$ cat src/rtl/acs_pkg.sv
/*
  Constants for the converter measurement sequencer: register offsets,
  field positions, reset values, slot and conversion timing.
  Assumes a 10 MHz mclk and a byte-wide register port.
*/
// Notes on behaviour
// - Five 128 us slots, repeated without end
// - Four inputs: supply, temperature, two user
// - Temperature always; others need enable bits
// - Automatic results keep eight top bits
// - Three low supply results set under flag
// - Supply paused until software clears flag
// - Unmasked set flags drive the interrupt
// - Three high temperature results set flag
// - Temperature paused until flag cleared by one
// - Calibration trim offset readable by software
// - User results land at their two offsets
// - User result outside window sets flag
// - User channel paused while its flag set
// - Debounce bit asks three consecutive violations
// - Bias off after user A, on slot before
// - Bias on after temperature conversion ends
// - Manual result split across two bytes
// - Run bit starts manual conversion, slot five
// - Manual completion stores result, sets flag
// - 1 MHz converter clock, 34 us per conversion
package acs_pkg;

  // ---------------------------------------------------------------
  // Register offsets
  // ---------------------------------------------------------------
  localparam logic [7:0] ACS_OFS_AUTO  = 8'hE1; // Automatic control
  localparam logic [7:0] ACS_OFS_MAN   = 8'hE2; // Manual control
  localparam logic [7:0] ACS_OFS_DEB   = 8'hE3; // User debounce
  localparam logic [7:0] ACS_OFS_STAT  = 8'hE4; // Status flags
  localparam logic [7:0] ACS_OFS_CLR   = 8'hE5; // Flag clear
  localparam logic [7:0] ACS_OFS_MASK  = 8'hE6; // Interrupt mask
  localparam logic [7:0] ACS_OFS_MANLO = 8'hE7; // Manual result low
  localparam logic [7:0] ACS_OFS_MANHI = 8'hE8; // Manual result high
  localparam logic [7:0] ACS_OFS_SUPR  = 8'hE9; // Supply result
  localparam logic [7:0] ACS_OFS_TMPR  = 8'hEA; // Temperature result
  localparam logic [7:0] ACS_OFS_TRIM  = 8'hEB; // Calibration offset
  localparam logic [7:0] ACS_OFS_UAR   = 8'hEC; // User A result
  localparam logic [7:0] ACS_OFS_UALO  = 8'hED; // User A low limit
  localparam logic [7:0] ACS_OFS_UAHI  = 8'hEE; // User A high limit
  localparam logic [7:0] ACS_OFS_UBR   = 8'hEF; // User B result
  localparam logic [7:0] ACS_OFS_UBLO  = 8'hF0; // User B low limit
  localparam logic [7:0] ACS_OFS_UBHI  = 8'hF1; // User B high limit
  localparam logic [7:0] ACS_OFS_TTHR  = 8'hF2; // Temperature limit

  // ---------------------------------------------------------------
  // Field positions
  // ---------------------------------------------------------------
  localparam int ACS_AC_SUP_EN  = 0; // Supply auto enable
  localparam int ACS_AC_UA_EN   = 1; // User A auto enable
  localparam int ACS_AC_UB_EN   = 2; // User B auto enable
  localparam int ACS_AC_BIAS_EN = 3; // User A bias enable
  localparam int ACS_MC_RUN     = 7; // Manual run
  localparam int ACS_MC_SEL_LO  = 0; // Manual channel select, 2 bits
  localparam int ACS_DB_UA      = 0; // User A debounce
  localparam int ACS_DB_UB      = 1; // User B debounce
  localparam int ACS_ST_SUP     = 0; // Supply under flag
  localparam int ACS_ST_TMP     = 1; // Over temperature flag
  localparam int ACS_ST_UA      = 2; // User A flag
  localparam int ACS_ST_UB      = 3; // User B flag
  localparam int ACS_ST_MAN     = 4; // Manual done flag

  // ---------------------------------------------------------------
  // Reset values and fixed thresholds
  // ---------------------------------------------------------------
  localparam logic [7:0] ACS_RST_MASK = 8'h1F; // All flags masked
  localparam logic [7:0] ACS_RST_HI   = 8'hFF; // High limits open
  localparam logic [7:0] ACS_RST_LO   = 8'h00; // Low limits open
  localparam logic [7:0] ACS_SUP_THR  = 8'h40; // Internal under level
  localparam logic [1:0] ACS_DEB_LONG = 2'h3;  // Debounced count
  localparam logic [1:0] ACS_DEB_ONE  = 2'h1;  // Single-shot count

  // ---------------------------------------------------------------
  // Timing
  // ---------------------------------------------------------------
  localparam int ACS_CLK_KHZ   = 10000; // mclk rate
  localparam int ACS_SLOT_US   = 128;   // Slot period
  localparam int ACS_CONV_US   = 34;    // Total conversion time
  localparam int ACS_CCLK_KHZ  = 1000;  // Converter clock rate
  localparam int ACS_SLOT_CYC  = ACS_SLOT_US * ACS_CLK_KHZ / 1000;
  localparam int ACS_CONV_CYC  = ACS_CONV_US * ACS_CLK_KHZ / 1000;
  localparam int ACS_CCLK_HALF = ACS_CLK_KHZ / (2 * ACS_CCLK_KHZ);
  localparam logic [10:0] ACS_SLOT_LAST = 11'(ACS_SLOT_CYC - 1);
  localparam logic [8:0]  ACS_CONV_LAST = 9'(ACS_CONV_CYC - 1);
  localparam logic [2:0]  ACS_HALF_LAST = 3'(ACS_CCLK_HALF - 1);
  localparam logic [2:0]  ACS_SLOT_MAX  = 3'h4; // Fifth slot index

  // Sequencer phase
  typedef enum logic {ACS_IDLE, ACS_CONV} acs_phase_type;

endpackage

$ cat src/rtl/acs_seq.sv
/*
  Measurement sequencer for a 10-bit converter with a four-way input
  multiplexer: slot schedule, threshold checks, flags, interrupt,
  user A bias timing and the byte register file.
  Assumes the analog core returns a done level and a result that are
  asynchronous to mclk and stay stable until the next start.
*/
`timescale 1ns/100ps
module acs_seq (
  input  wire logic       mclk,         // 10 MHz clock
  input  wire logic       nrst,         // Synchronous reset, low
  input  wire logic [7:0] reg_addr,     // Register offset
  input  wire logic [7:0] reg_wdata,    // Write data
  input  wire logic       reg_wr,       // Write strobe
  output logic      [7:0] reg_rdata,    // Read data, one cycle later
  input  wire logic       conv_done,    // Core done level
  input  wire logic [9:0] conv_result,  // Core result
  input  wire logic [7:0] trim_value,   // Stored calibration trim
  output logic            conv_clk,     // 1 MHz converter clock
  output logic            conv_start,   // Start pulse
  output logic      [1:0] conv_channel, // Multiplexer select
  output logic            bias_on,      // User A bias source on
  output logic            irq_n         // Interrupt, active low
);

  // ---------------------------------------------------------------
  // State
  // ---------------------------------------------------------------
  typedef struct packed {
    logic [2:0]          slot;     // Current slot
    logic [10:0]         tick;     // Cycle within slot
    acs_pkg::acs_phase_type phase; // Idle or converting
    logic [8:0]          wait_cnt; // Cycles in conversion
    logic [2:0]          div;      // Converter clock divider
    logic                cclk;     // Converter clock
    logic                start;    // Start pulse
    logic [1:0]          chan;     // Selected input
    logic [7:0]          auto_ctl; // Automatic control
    logic [7:0]          man_ctl;  // Manual control
    logic [7:0]          deb;      // Debounce enables
    logic [7:0]          mask;     // Interrupt mask
    logic [4:0]          status;   // Sticky flags
    logic [7:0]          res_sup;  // Supply result
    logic [7:0]          res_tmp;  // Temperature result
    logic [7:0]          res_ua;   // User A result
    logic [7:0]          res_ub;   // User B result
    logic [9:0]          res_man;  // Manual result
    logic [7:0]          thr_tmp;  // Temperature limit
    logic [7:0]          ua_lo;    // User A low limit
    logic [7:0]          ua_hi;    // User A high limit
    logic [7:0]          ub_lo;    // User B low limit
    logic [7:0]          ub_hi;    // User B high limit
    logic [1:0]          cnt_sup;  // Supply violation count
    logic [1:0]          cnt_tmp;  // Temperature violation count
    logic [1:0]          cnt_ua;   // User A violation count
    logic [1:0]          cnt_ub;   // User B violation count
    logic                bias;     // Bias source state
    logic                done_s1;  // Done sync stage 1
    logic                done_s2;  // Done sync stage 2
    logic                done_s3;  // Done edge history
    logic [9:0]          res_s1;   // Result sync stage 1
    logic [9:0]          res_s2;   // Result sync stage 2
    logic [7:0]          trim_s1;  // Trim sync stage 1
    logic [7:0]          trim_s2;  // Trim sync stage 2
    logic [7:0]          rdata;    // Read data
  } acs_state_type;

  acs_state_type s_q; // Registered state
  acs_state_type s_d; // Next state

  logic       done_rise; // Conversion finished
  logic [4:0] clr;       // Flag clear bits this cycle
  logic [4:0] set;       // Flag set bits this cycle

  // Debounce step: returns {set flag, next count}
  function automatic logic [2:0] acs_deb(input logic [1:0] cnt,
                                         input logic       bad,
                                         input logic [1:0] need);
    logic [1:0] n;
    n = 2'(cnt + 2'h1);
    if (!bad) begin
      acs_deb = 3'h0;               // Pass restarts count
    end else if (n >= need) begin
      acs_deb = {1'b1, 2'h0};       // Enough violations
    end else begin
      acs_deb = {1'b0, n};
    end
  endfunction

  // Edge of synchronised done
  assign done_rise = s_q.done_s2 & ~s_q.done_s3;

  // ---------------------------------------------------------------
  // Next-state logic
  // ---------------------------------------------------------------
  always_comb begin
    logic [2:0] r;
    logic       act;
    logic [1:0] sel;
    r   = 3'h0;
    act = 1'b0;
    sel = 2'h0;
    s_d = s_q;
    s_d.start = 1'b0;
    set = 5'h0;
    clr = 5'h0;

    // Two-stage synchronisers from the analog side
    s_d.done_s1 = conv_done;
    s_d.done_s2 = s_q.done_s1;
    s_d.done_s3 = s_q.done_s2;
    s_d.res_s1  = conv_result;
    s_d.res_s2  = s_q.res_s1;
    s_d.trim_s1 = trim_value;
    s_d.trim_s2 = s_q.trim_s1;

    // Converter clock divider
    if (s_q.div == acs_pkg::ACS_HALF_LAST) begin
      s_d.div  = 3'h0;
      s_d.cclk = ~s_q.cclk;
    end else begin
      s_d.div = 3'(s_q.div + 3'h1);
    end

    // Slot timer, endless cycle of five
    if (s_q.tick == acs_pkg::ACS_SLOT_LAST) begin
      s_d.tick = 11'h0;
      if (s_q.slot == acs_pkg::ACS_SLOT_MAX) begin
        s_d.slot = 3'h0;
      end else begin
        s_d.slot = 3'(s_q.slot + 3'h1);
      end
    end else begin
      s_d.tick = 11'(s_q.tick + 11'h1);
    end

    // Register writes
    if (reg_wr) begin
      case (reg_addr)
        acs_pkg::ACS_OFS_AUTO: s_d.auto_ctl = reg_wdata;
        acs_pkg::ACS_OFS_MAN:  s_d.man_ctl  = reg_wdata;
        acs_pkg::ACS_OFS_DEB:  s_d.deb      = reg_wdata;
        acs_pkg::ACS_OFS_MASK: s_d.mask     = reg_wdata;
        acs_pkg::ACS_OFS_CLR:  clr          = reg_wdata[4:0];
        acs_pkg::ACS_OFS_TTHR: s_d.thr_tmp  = reg_wdata;
        acs_pkg::ACS_OFS_UALO: s_d.ua_lo    = reg_wdata;
        acs_pkg::ACS_OFS_UAHI: s_d.ua_hi    = reg_wdata;
        acs_pkg::ACS_OFS_UBLO: s_d.ub_lo    = reg_wdata;
        acs_pkg::ACS_OFS_UBHI: s_d.ub_hi    = reg_wdata;
        default: ;             // Read-only or unmapped
      endcase
    end

    // Slot admission: enable, pause and request
    case (s_q.slot)
      3'h0: begin
        act = s_q.auto_ctl[acs_pkg::ACS_AC_SUP_EN]
              & ~s_q.status[acs_pkg::ACS_ST_SUP];
        sel = 2'h0;
      end
      3'h1: begin
        act = ~s_q.status[acs_pkg::ACS_ST_TMP];
        sel = 2'h1;
      end
      3'h2: begin
        act = s_q.auto_ctl[acs_pkg::ACS_AC_UA_EN]
              & ~s_q.status[acs_pkg::ACS_ST_UA];
        sel = 2'h2;
      end
      3'h3: begin
        act = s_q.auto_ctl[acs_pkg::ACS_AC_UB_EN]
              & ~s_q.status[acs_pkg::ACS_ST_UB];
        sel = 2'h3;
      end
      default: begin
        act = s_q.man_ctl[acs_pkg::ACS_MC_RUN]
              & ~s_q.status[acs_pkg::ACS_ST_MAN];
        sel = s_q.man_ctl[acs_pkg::ACS_MC_SEL_LO +: 2];
      end
    endcase

    // Conversion control
    case (s_q.phase)
      acs_pkg::ACS_IDLE: begin
        // Start at the head of an admitted slot
        if (s_q.tick == 11'h0 && act) begin
          s_d.start    = 1'b1;
          s_d.chan     = sel;
          s_d.phase    = acs_pkg::ACS_CONV;
          s_d.wait_cnt = 9'h0;
          if (s_q.slot == acs_pkg::ACS_SLOT_MAX) begin
            s_d.man_ctl[acs_pkg::ACS_MC_RUN] = 1'b0; // One shot
          end
        end
      end
      acs_pkg::ACS_CONV: begin
        if (done_rise) begin
          s_d.phase = acs_pkg::ACS_IDLE;
          if (s_q.slot == acs_pkg::ACS_SLOT_MAX) begin
            s_d.res_man = s_q.res_s2;
            set[acs_pkg::ACS_ST_MAN] = 1'b1;
          end else begin
            case (s_q.chan)
              2'h0: begin
                s_d.res_sup = s_q.res_s2[9:2];
                r = acs_deb(s_q.cnt_sup,
                            s_q.res_s2[9:2] < acs_pkg::ACS_SUP_THR,
                            acs_pkg::ACS_DEB_LONG);
                s_d.cnt_sup = r[1:0];
                set[acs_pkg::ACS_ST_SUP] = r[2];
              end
              2'h1: begin
                s_d.res_tmp = s_q.res_s2[9:2];
                r = acs_deb(s_q.cnt_tmp,
                            s_q.res_s2[9:2] > s_q.thr_tmp,
                            acs_pkg::ACS_DEB_LONG);
                s_d.cnt_tmp = r[1:0];
                set[acs_pkg::ACS_ST_TMP] = r[2];
              end
              2'h2: begin
                s_d.res_ua = s_q.res_s2[9:2];
                r = acs_deb(s_q.cnt_ua,
                            s_q.res_s2[9:2] < s_q.ua_lo
                            || s_q.res_s2[9:2] > s_q.ua_hi,
                            s_q.deb[acs_pkg::ACS_DB_UA]
                            ? acs_pkg::ACS_DEB_LONG
                            : acs_pkg::ACS_DEB_ONE);
                s_d.cnt_ua = r[1:0];
                set[acs_pkg::ACS_ST_UA] = r[2];
              end
              default: begin
                s_d.res_ub = s_q.res_s2[9:2];
                r = acs_deb(s_q.cnt_ub,
                            s_q.res_s2[9:2] < s_q.ub_lo
                            || s_q.res_s2[9:2] > s_q.ub_hi,
                            s_q.deb[acs_pkg::ACS_DB_UB]
                            ? acs_pkg::ACS_DEB_LONG
                            : acs_pkg::ACS_DEB_ONE);
                s_d.cnt_ub = r[1:0];
                set[acs_pkg::ACS_ST_UB] = r[2];
              end
            endcase
          end
        end else if (s_q.wait_cnt == acs_pkg::ACS_CONV_LAST) begin
          s_d.phase = acs_pkg::ACS_IDLE;  // No answer: drop
        end else begin
          s_d.wait_cnt = 9'(s_q.wait_cnt + 9'h1);
        end
      end
      default: s_d.phase = acs_pkg::ACS_IDLE;
    endcase

    // Sticky flags, set wins over clear
    s_d.status = (s_q.status & ~clr) | set;

    // Count restart on clear or disable
    if (clr[acs_pkg::ACS_ST_SUP]
        || !s_q.auto_ctl[acs_pkg::ACS_AC_SUP_EN]) begin
      s_d.cnt_sup = 2'h0;
    end
    if (clr[acs_pkg::ACS_ST_TMP]) begin
      s_d.cnt_tmp = 2'h0;
    end
    if (clr[acs_pkg::ACS_ST_UA]
        || !s_q.auto_ctl[acs_pkg::ACS_AC_UA_EN]) begin
      s_d.cnt_ua = 2'h0;
    end
    if (clr[acs_pkg::ACS_ST_UB]
        || !s_q.auto_ctl[acs_pkg::ACS_AC_UB_EN]) begin
      s_d.cnt_ub = 2'h0;
    end

    // User A bias timing
    if (!s_q.auto_ctl[acs_pkg::ACS_AC_BIAS_EN]) begin
      s_d.bias = 1'b0;
    end else if (s_q.slot == 3'h2 && s_q.phase == acs_pkg::ACS_CONV
                 && done_rise) begin
      s_d.bias = 1'b0;
    end else if (s_q.slot == 3'h1
                 && (s_q.status[acs_pkg::ACS_ST_TMP]
                     || (s_q.phase == acs_pkg::ACS_CONV
                         && done_rise))) begin
      s_d.bias = 1'b1;
    end

    // Read data mux
    case (reg_addr)
      acs_pkg::ACS_OFS_AUTO:  s_d.rdata = s_q.auto_ctl;
      acs_pkg::ACS_OFS_MAN:   s_d.rdata = s_q.man_ctl;
      acs_pkg::ACS_OFS_DEB:   s_d.rdata = s_q.deb;
      acs_pkg::ACS_OFS_STAT:  s_d.rdata = {3'h0, s_q.status};
      acs_pkg::ACS_OFS_MASK:  s_d.rdata = s_q.mask;
      acs_pkg::ACS_OFS_MANLO: s_d.rdata = {6'h0, s_q.res_man[1:0]};
      acs_pkg::ACS_OFS_MANHI: s_d.rdata = s_q.res_man[9:2];
      acs_pkg::ACS_OFS_SUPR:  s_d.rdata = s_q.res_sup;
      acs_pkg::ACS_OFS_TMPR:  s_d.rdata = s_q.res_tmp;
      acs_pkg::ACS_OFS_TRIM:  s_d.rdata = s_q.trim_s2;
      acs_pkg::ACS_OFS_UAR:   s_d.rdata = s_q.res_ua;
      acs_pkg::ACS_OFS_UALO:  s_d.rdata = s_q.ua_lo;
      acs_pkg::ACS_OFS_UAHI:  s_d.rdata = s_q.ua_hi;
      acs_pkg::ACS_OFS_UBR:   s_d.rdata = s_q.res_ub;
      acs_pkg::ACS_OFS_UBLO:  s_d.rdata = s_q.ub_lo;
      acs_pkg::ACS_OFS_UBHI:  s_d.rdata = s_q.ub_hi;
      acs_pkg::ACS_OFS_TTHR:  s_d.rdata = s_q.thr_tmp;
      default:                s_d.rdata = 8'h00;           // Flag clear or unmapped
    endcase
  end

  // ---------------------------------------------------------------
  // State register
  // ---------------------------------------------------------------
  always_ff @(posedge mclk) begin
    if (!nrst) begin
      s_q         <= '0;
      s_q.mask    <= acs_pkg::ACS_RST_MASK;
      s_q.thr_tmp <= acs_pkg::ACS_RST_HI;
      s_q.ua_hi   <= acs_pkg::ACS_RST_HI;
      s_q.ub_hi   <= acs_pkg::ACS_RST_HI;
      s_q.ua_lo   <= acs_pkg::ACS_RST_LO;
      s_q.ub_lo   <= acs_pkg::ACS_RST_LO;
    end else begin
      s_q <= s_d;
    end
  end

  // Outputs
  assign reg_rdata    = s_q.rdata;
  assign conv_clk     = s_q.cclk;
  assign conv_start   = s_q.start;
  assign conv_channel = s_q.chan;
  assign bias_on      = s_q.bias;
  assign irq_n        = ~|(s_q.status & ~s_q.mask[4:0]);
endmodule

$ cat config.mk
export PLATFORM = sky130hd
export DESIGN_NAME = acs_seq
export DESIGN_NICKNAME = d
export VERILOG_FILES = /design/src/rtl/acs_pkg.sv /design/src/rtl/acs_seq.sv
export SDC_FILE = /design/constraint.sdc
export NUM_CORES = 1
export LEC_CHECK = 0
export ABC_CLOCK_PERIOD_IN_PS = 2000
export BUFFER_PORTS_ARGS = -buffer_cell sky130_fd_sc_hd__clkbuf_2
export CORE_MARGIN = 10
export CORE_UTILIZATION = 55
export CTS_CLUSTER_DIAMETER = 100
export DETAILED_ROUTE_END_ITERATION = 10
export GPL_TIMING_DRIVEN = 0
export PLACE_DENSITY_LB_ADDON = 0.2
export SLEW_MARGIN = 10
export SYNTH_ARGS = -nofsm -noshare
export SYNTH_HDL_FRONTEND = slang
export SYNTH_SLANG_ARGS = --single-unit
$ cat constraint.sdc
create_clock -name mclk -period 2 [get_ports mclk]
set_clock_uncertainty 0.2 [all_clocks]
set_input_delay 0.2 -clock mclk [delete_from_list [all_inputs] [get_ports mclk]]
set_output_delay 0.2 -clock mclk [all_outputs]
set_load 0.02 [all_outputs]
==> results.ini <==
[layout]
post-route-util_pct=66.4
fin_cells=1474
diodes=0
syn_to_final_growth_pct=19.4
final_layout_size_suffix_gt1_share_pct=18.4
fin_nets=1315

[clock_tree]
cts_root_buf=clkbuf_16
h-tree-depth=1
clock_latency_ns=0.52
cts_buffer_depth=3
cts_tree=done
cts.clk_slew.worst_paths_ns=0.06
cts_buffers=23
cts_num_sinks=206

[placed_design]
dp_hpwl_um=21300
io_buffers=39
dp_slack_ns=-0.669
place_congestion=1.03
dpl.cell_count=1395

[floorplanning]
rows=49
coreArea_um2=17800
dieArea_um2=23800
start_util_pct=55.6
die_height_um=154
io_pins=52
die_w_um=154

[timing]
min_period_ns=2.08
finalHoldViolCount=0
fmax_ghz=0.480
final.setup.tns_ns=-0.304
final.setup.worst_slack_ns=-0.0834
slew_headroom_pct=37.4
rsz0062_at_grt=true
setup_viol=10
drv_slew=0
fin_crit_sh_pct=104
worst_pin_slew_ns=0.939

[outcome]
status=finished, violations left
violations=setup timing

[setup_path]
path_max_fanout=6
path_class=flip-flop to flip-flop
critPathCaptureType=flip-flop
arrival_ns=2.35
crit_path_start_kind=flip-flop
worstPathRequired_ns=2.26

[grt]
overflow=0
grt_first_pass_wirelength_um=46700
antenna_found_initial=0
grt_use_total_pct=24.6
grt_max_degree=14
grt_pass1_vias=8290

[synth]
synth_top_area_cell=dfxtp_1
synth.most_common_cell=dfxtp_1
synth.net_count=1213
yosysSeqAreaShare_pct=41.5
netlist_area_um2=9930
synthTopCellsByArea=dfxtp_1 42%, mux2i_1 9.0%, ha_1 6.1%
synth_top_area_share_pct=41.5
postSynthAreaPerCell_um2=8.81
synth-edff-count=0
async_flop_share_pct=0
ys_warn_count=0
synthTopCellsByCount=206 x dfxtp_1, 140 x nand2_1, 101 x nor2_1, 89 x mux2i_1, 72 x a21oi_1
synth-seq-cells=206
syn-instance-count=1127
ys.flop_type=dfxtp_1
netlist-cell-type-count=68

[detailed_routing]
vias_per_cell=5.86
drcViolationCount=0
drt_iter0_drc=835
vias=8641
routed_wire_length_per_instance_um=20.7
ant_nets=0
routed_wl_um=30600
dr.pass1.iters=5

[power_and_ir_drop]
peakVddDrop_mv=0.907
p_leak_nw=5.01
p_total_w=0.00892
power_density_nw_per_um2=753

[hold_path]
hold_class=input pin to flip-flop

[flow_run]
maxCapViolCount=0

-- worst paths after layout --
| path | depth (start not counted) | slack, ns | endpoint | startpoint |
|---|---|---|---|---|
| min reg2reg | 1 | 0.23 | s_q[26]$_SDFF_PN0_ | s_d[26]$_SDFF_PN0_ |
| min | 3 | 0.01 | s_q[148]$_SDFFE_PN0P_ | reg_wdata[5] |
| max | 7 | -0.08 | s_q[186]$_SDFFE_PN0P_ | s_q[204]$_SDFFE_PN0P_ |
| max reg2reg | 7 | -0.08 | s_q[186]$_SDFFE_PN0P_ | s_q[204]$_SDFFE_PN0P_ |
-- routing by layer --
| metal | routed length [um] | share of wire [%] | up-vias | track usage [%] |
|---|---|---|---|---|
| li1 | - | - | 4106 | - |
| met1 | 13000 | 43 | 4042 | 33.0 |
| met2 | 13400 | 44 | 417 | 38.3 |
| met3 | 2980 | 9.8 | 76 | 4.77 |
| met4 | 1170 | 3.8 | 0 | 9.09 |
| met5 | 0 | 0 | - | 0 |
-- layout by cell type, fill, tap and decap left out, types with 13 or more instances in the layout --
cell,instances
a21oi_1,70
a22oi_1,14
and2_1,41
and3_1,16
buf_2,17
buf_4,34
clkbuf_1,37
clkbuf_16,23
clkbuf_2,44
dfxtp_1,187
dlygate4sd3_1,19
ha_1,38
inv_1,53
mux2i_1,89
nand2_1,139
nand3_1,53
nor2_1,97
o211ai_1,13
o21ai_0,21
-- critical path: stages, from the launching register on --
cell and delay, ns:
dfxtp_4 0.39, inv_4 0.06, ha_4 0.19, a32o_2 0.24
o311ai_4 0.29, buf_6 0.17, or4b_1 0.43, nand3_1 0.07
-- registers in the layout, summed over array words and instances (netlist names) --
| name | flops |
|---|---|
| conv_channel | 2 |
| bias_on | 1 |
| s_d | 20 |
| reg_rdata | 8 |
| s_q | 173 |
| conv_clk | 1 |
| conv_start | 1 |
-- layout make-up --
cell class	count	area, um^2
fillers	1469	5990
multi-input cells	782	5450
flip-flops and latches	206	4180
clock buffers	30	642
repair buffers	80	558
plain buffers	78	422
well taps	229	287
inverters	58	223
clock inverters	11	100
-- power by group --
part | total (W) | internal, W | switching, W | leakage [nW]
clock network | 0.00415 | 0.00240 | 0.00174 | 0.367
logic | 0.000587 | 0.000220 | 0.000366 | 2.96
registers | 0.00419 | 0.00414 | 0.0000467 | 1.68
total | 0.00892 | 0.00677 | 0.00216 | 5.01
-- logic make-up (layout without fill, tap and decap cells) --
group | after synthesis | count (layout) | share of synthesized area, %
adders and majority gates | 48 | 48 | 6.05
and+or+nand+nor | 432 | 432 | 21.0
AOI/OAI and AO/OA | 186 | 186 | 12.5
xor gates and xnor gates | 10 | 10 | 0.882
buffers and inverters | 139 | 257 | 6.35
muxes | 106 | 106 | 11.7
DFF | 206 | 206 | 41.5
-- through the flow --
stage / instance area [um^2] / hold WS (ns)
2_1_floorplan: 9940 / 0.127
3_3_place_gp: 10400 / 0.205
3_5_place_dp: 10400 / 0.208
4_1_cts: 11600 / 0.000769
5_1_grt: 11900 / 0.0485
6_report: 11900 / 0.0111
-- repair_timing --
action,4_1_cts,5_1_grt
resized for setup,63,30
hold buffers,19,0
endpoints found under the hold margin,19,0
setup buffers,11,11
pin swaps,13,12
endpoints found under the setup margin,82,44
cloned,1,0
No activity file was read; power rests on OpenSTA's default activity.
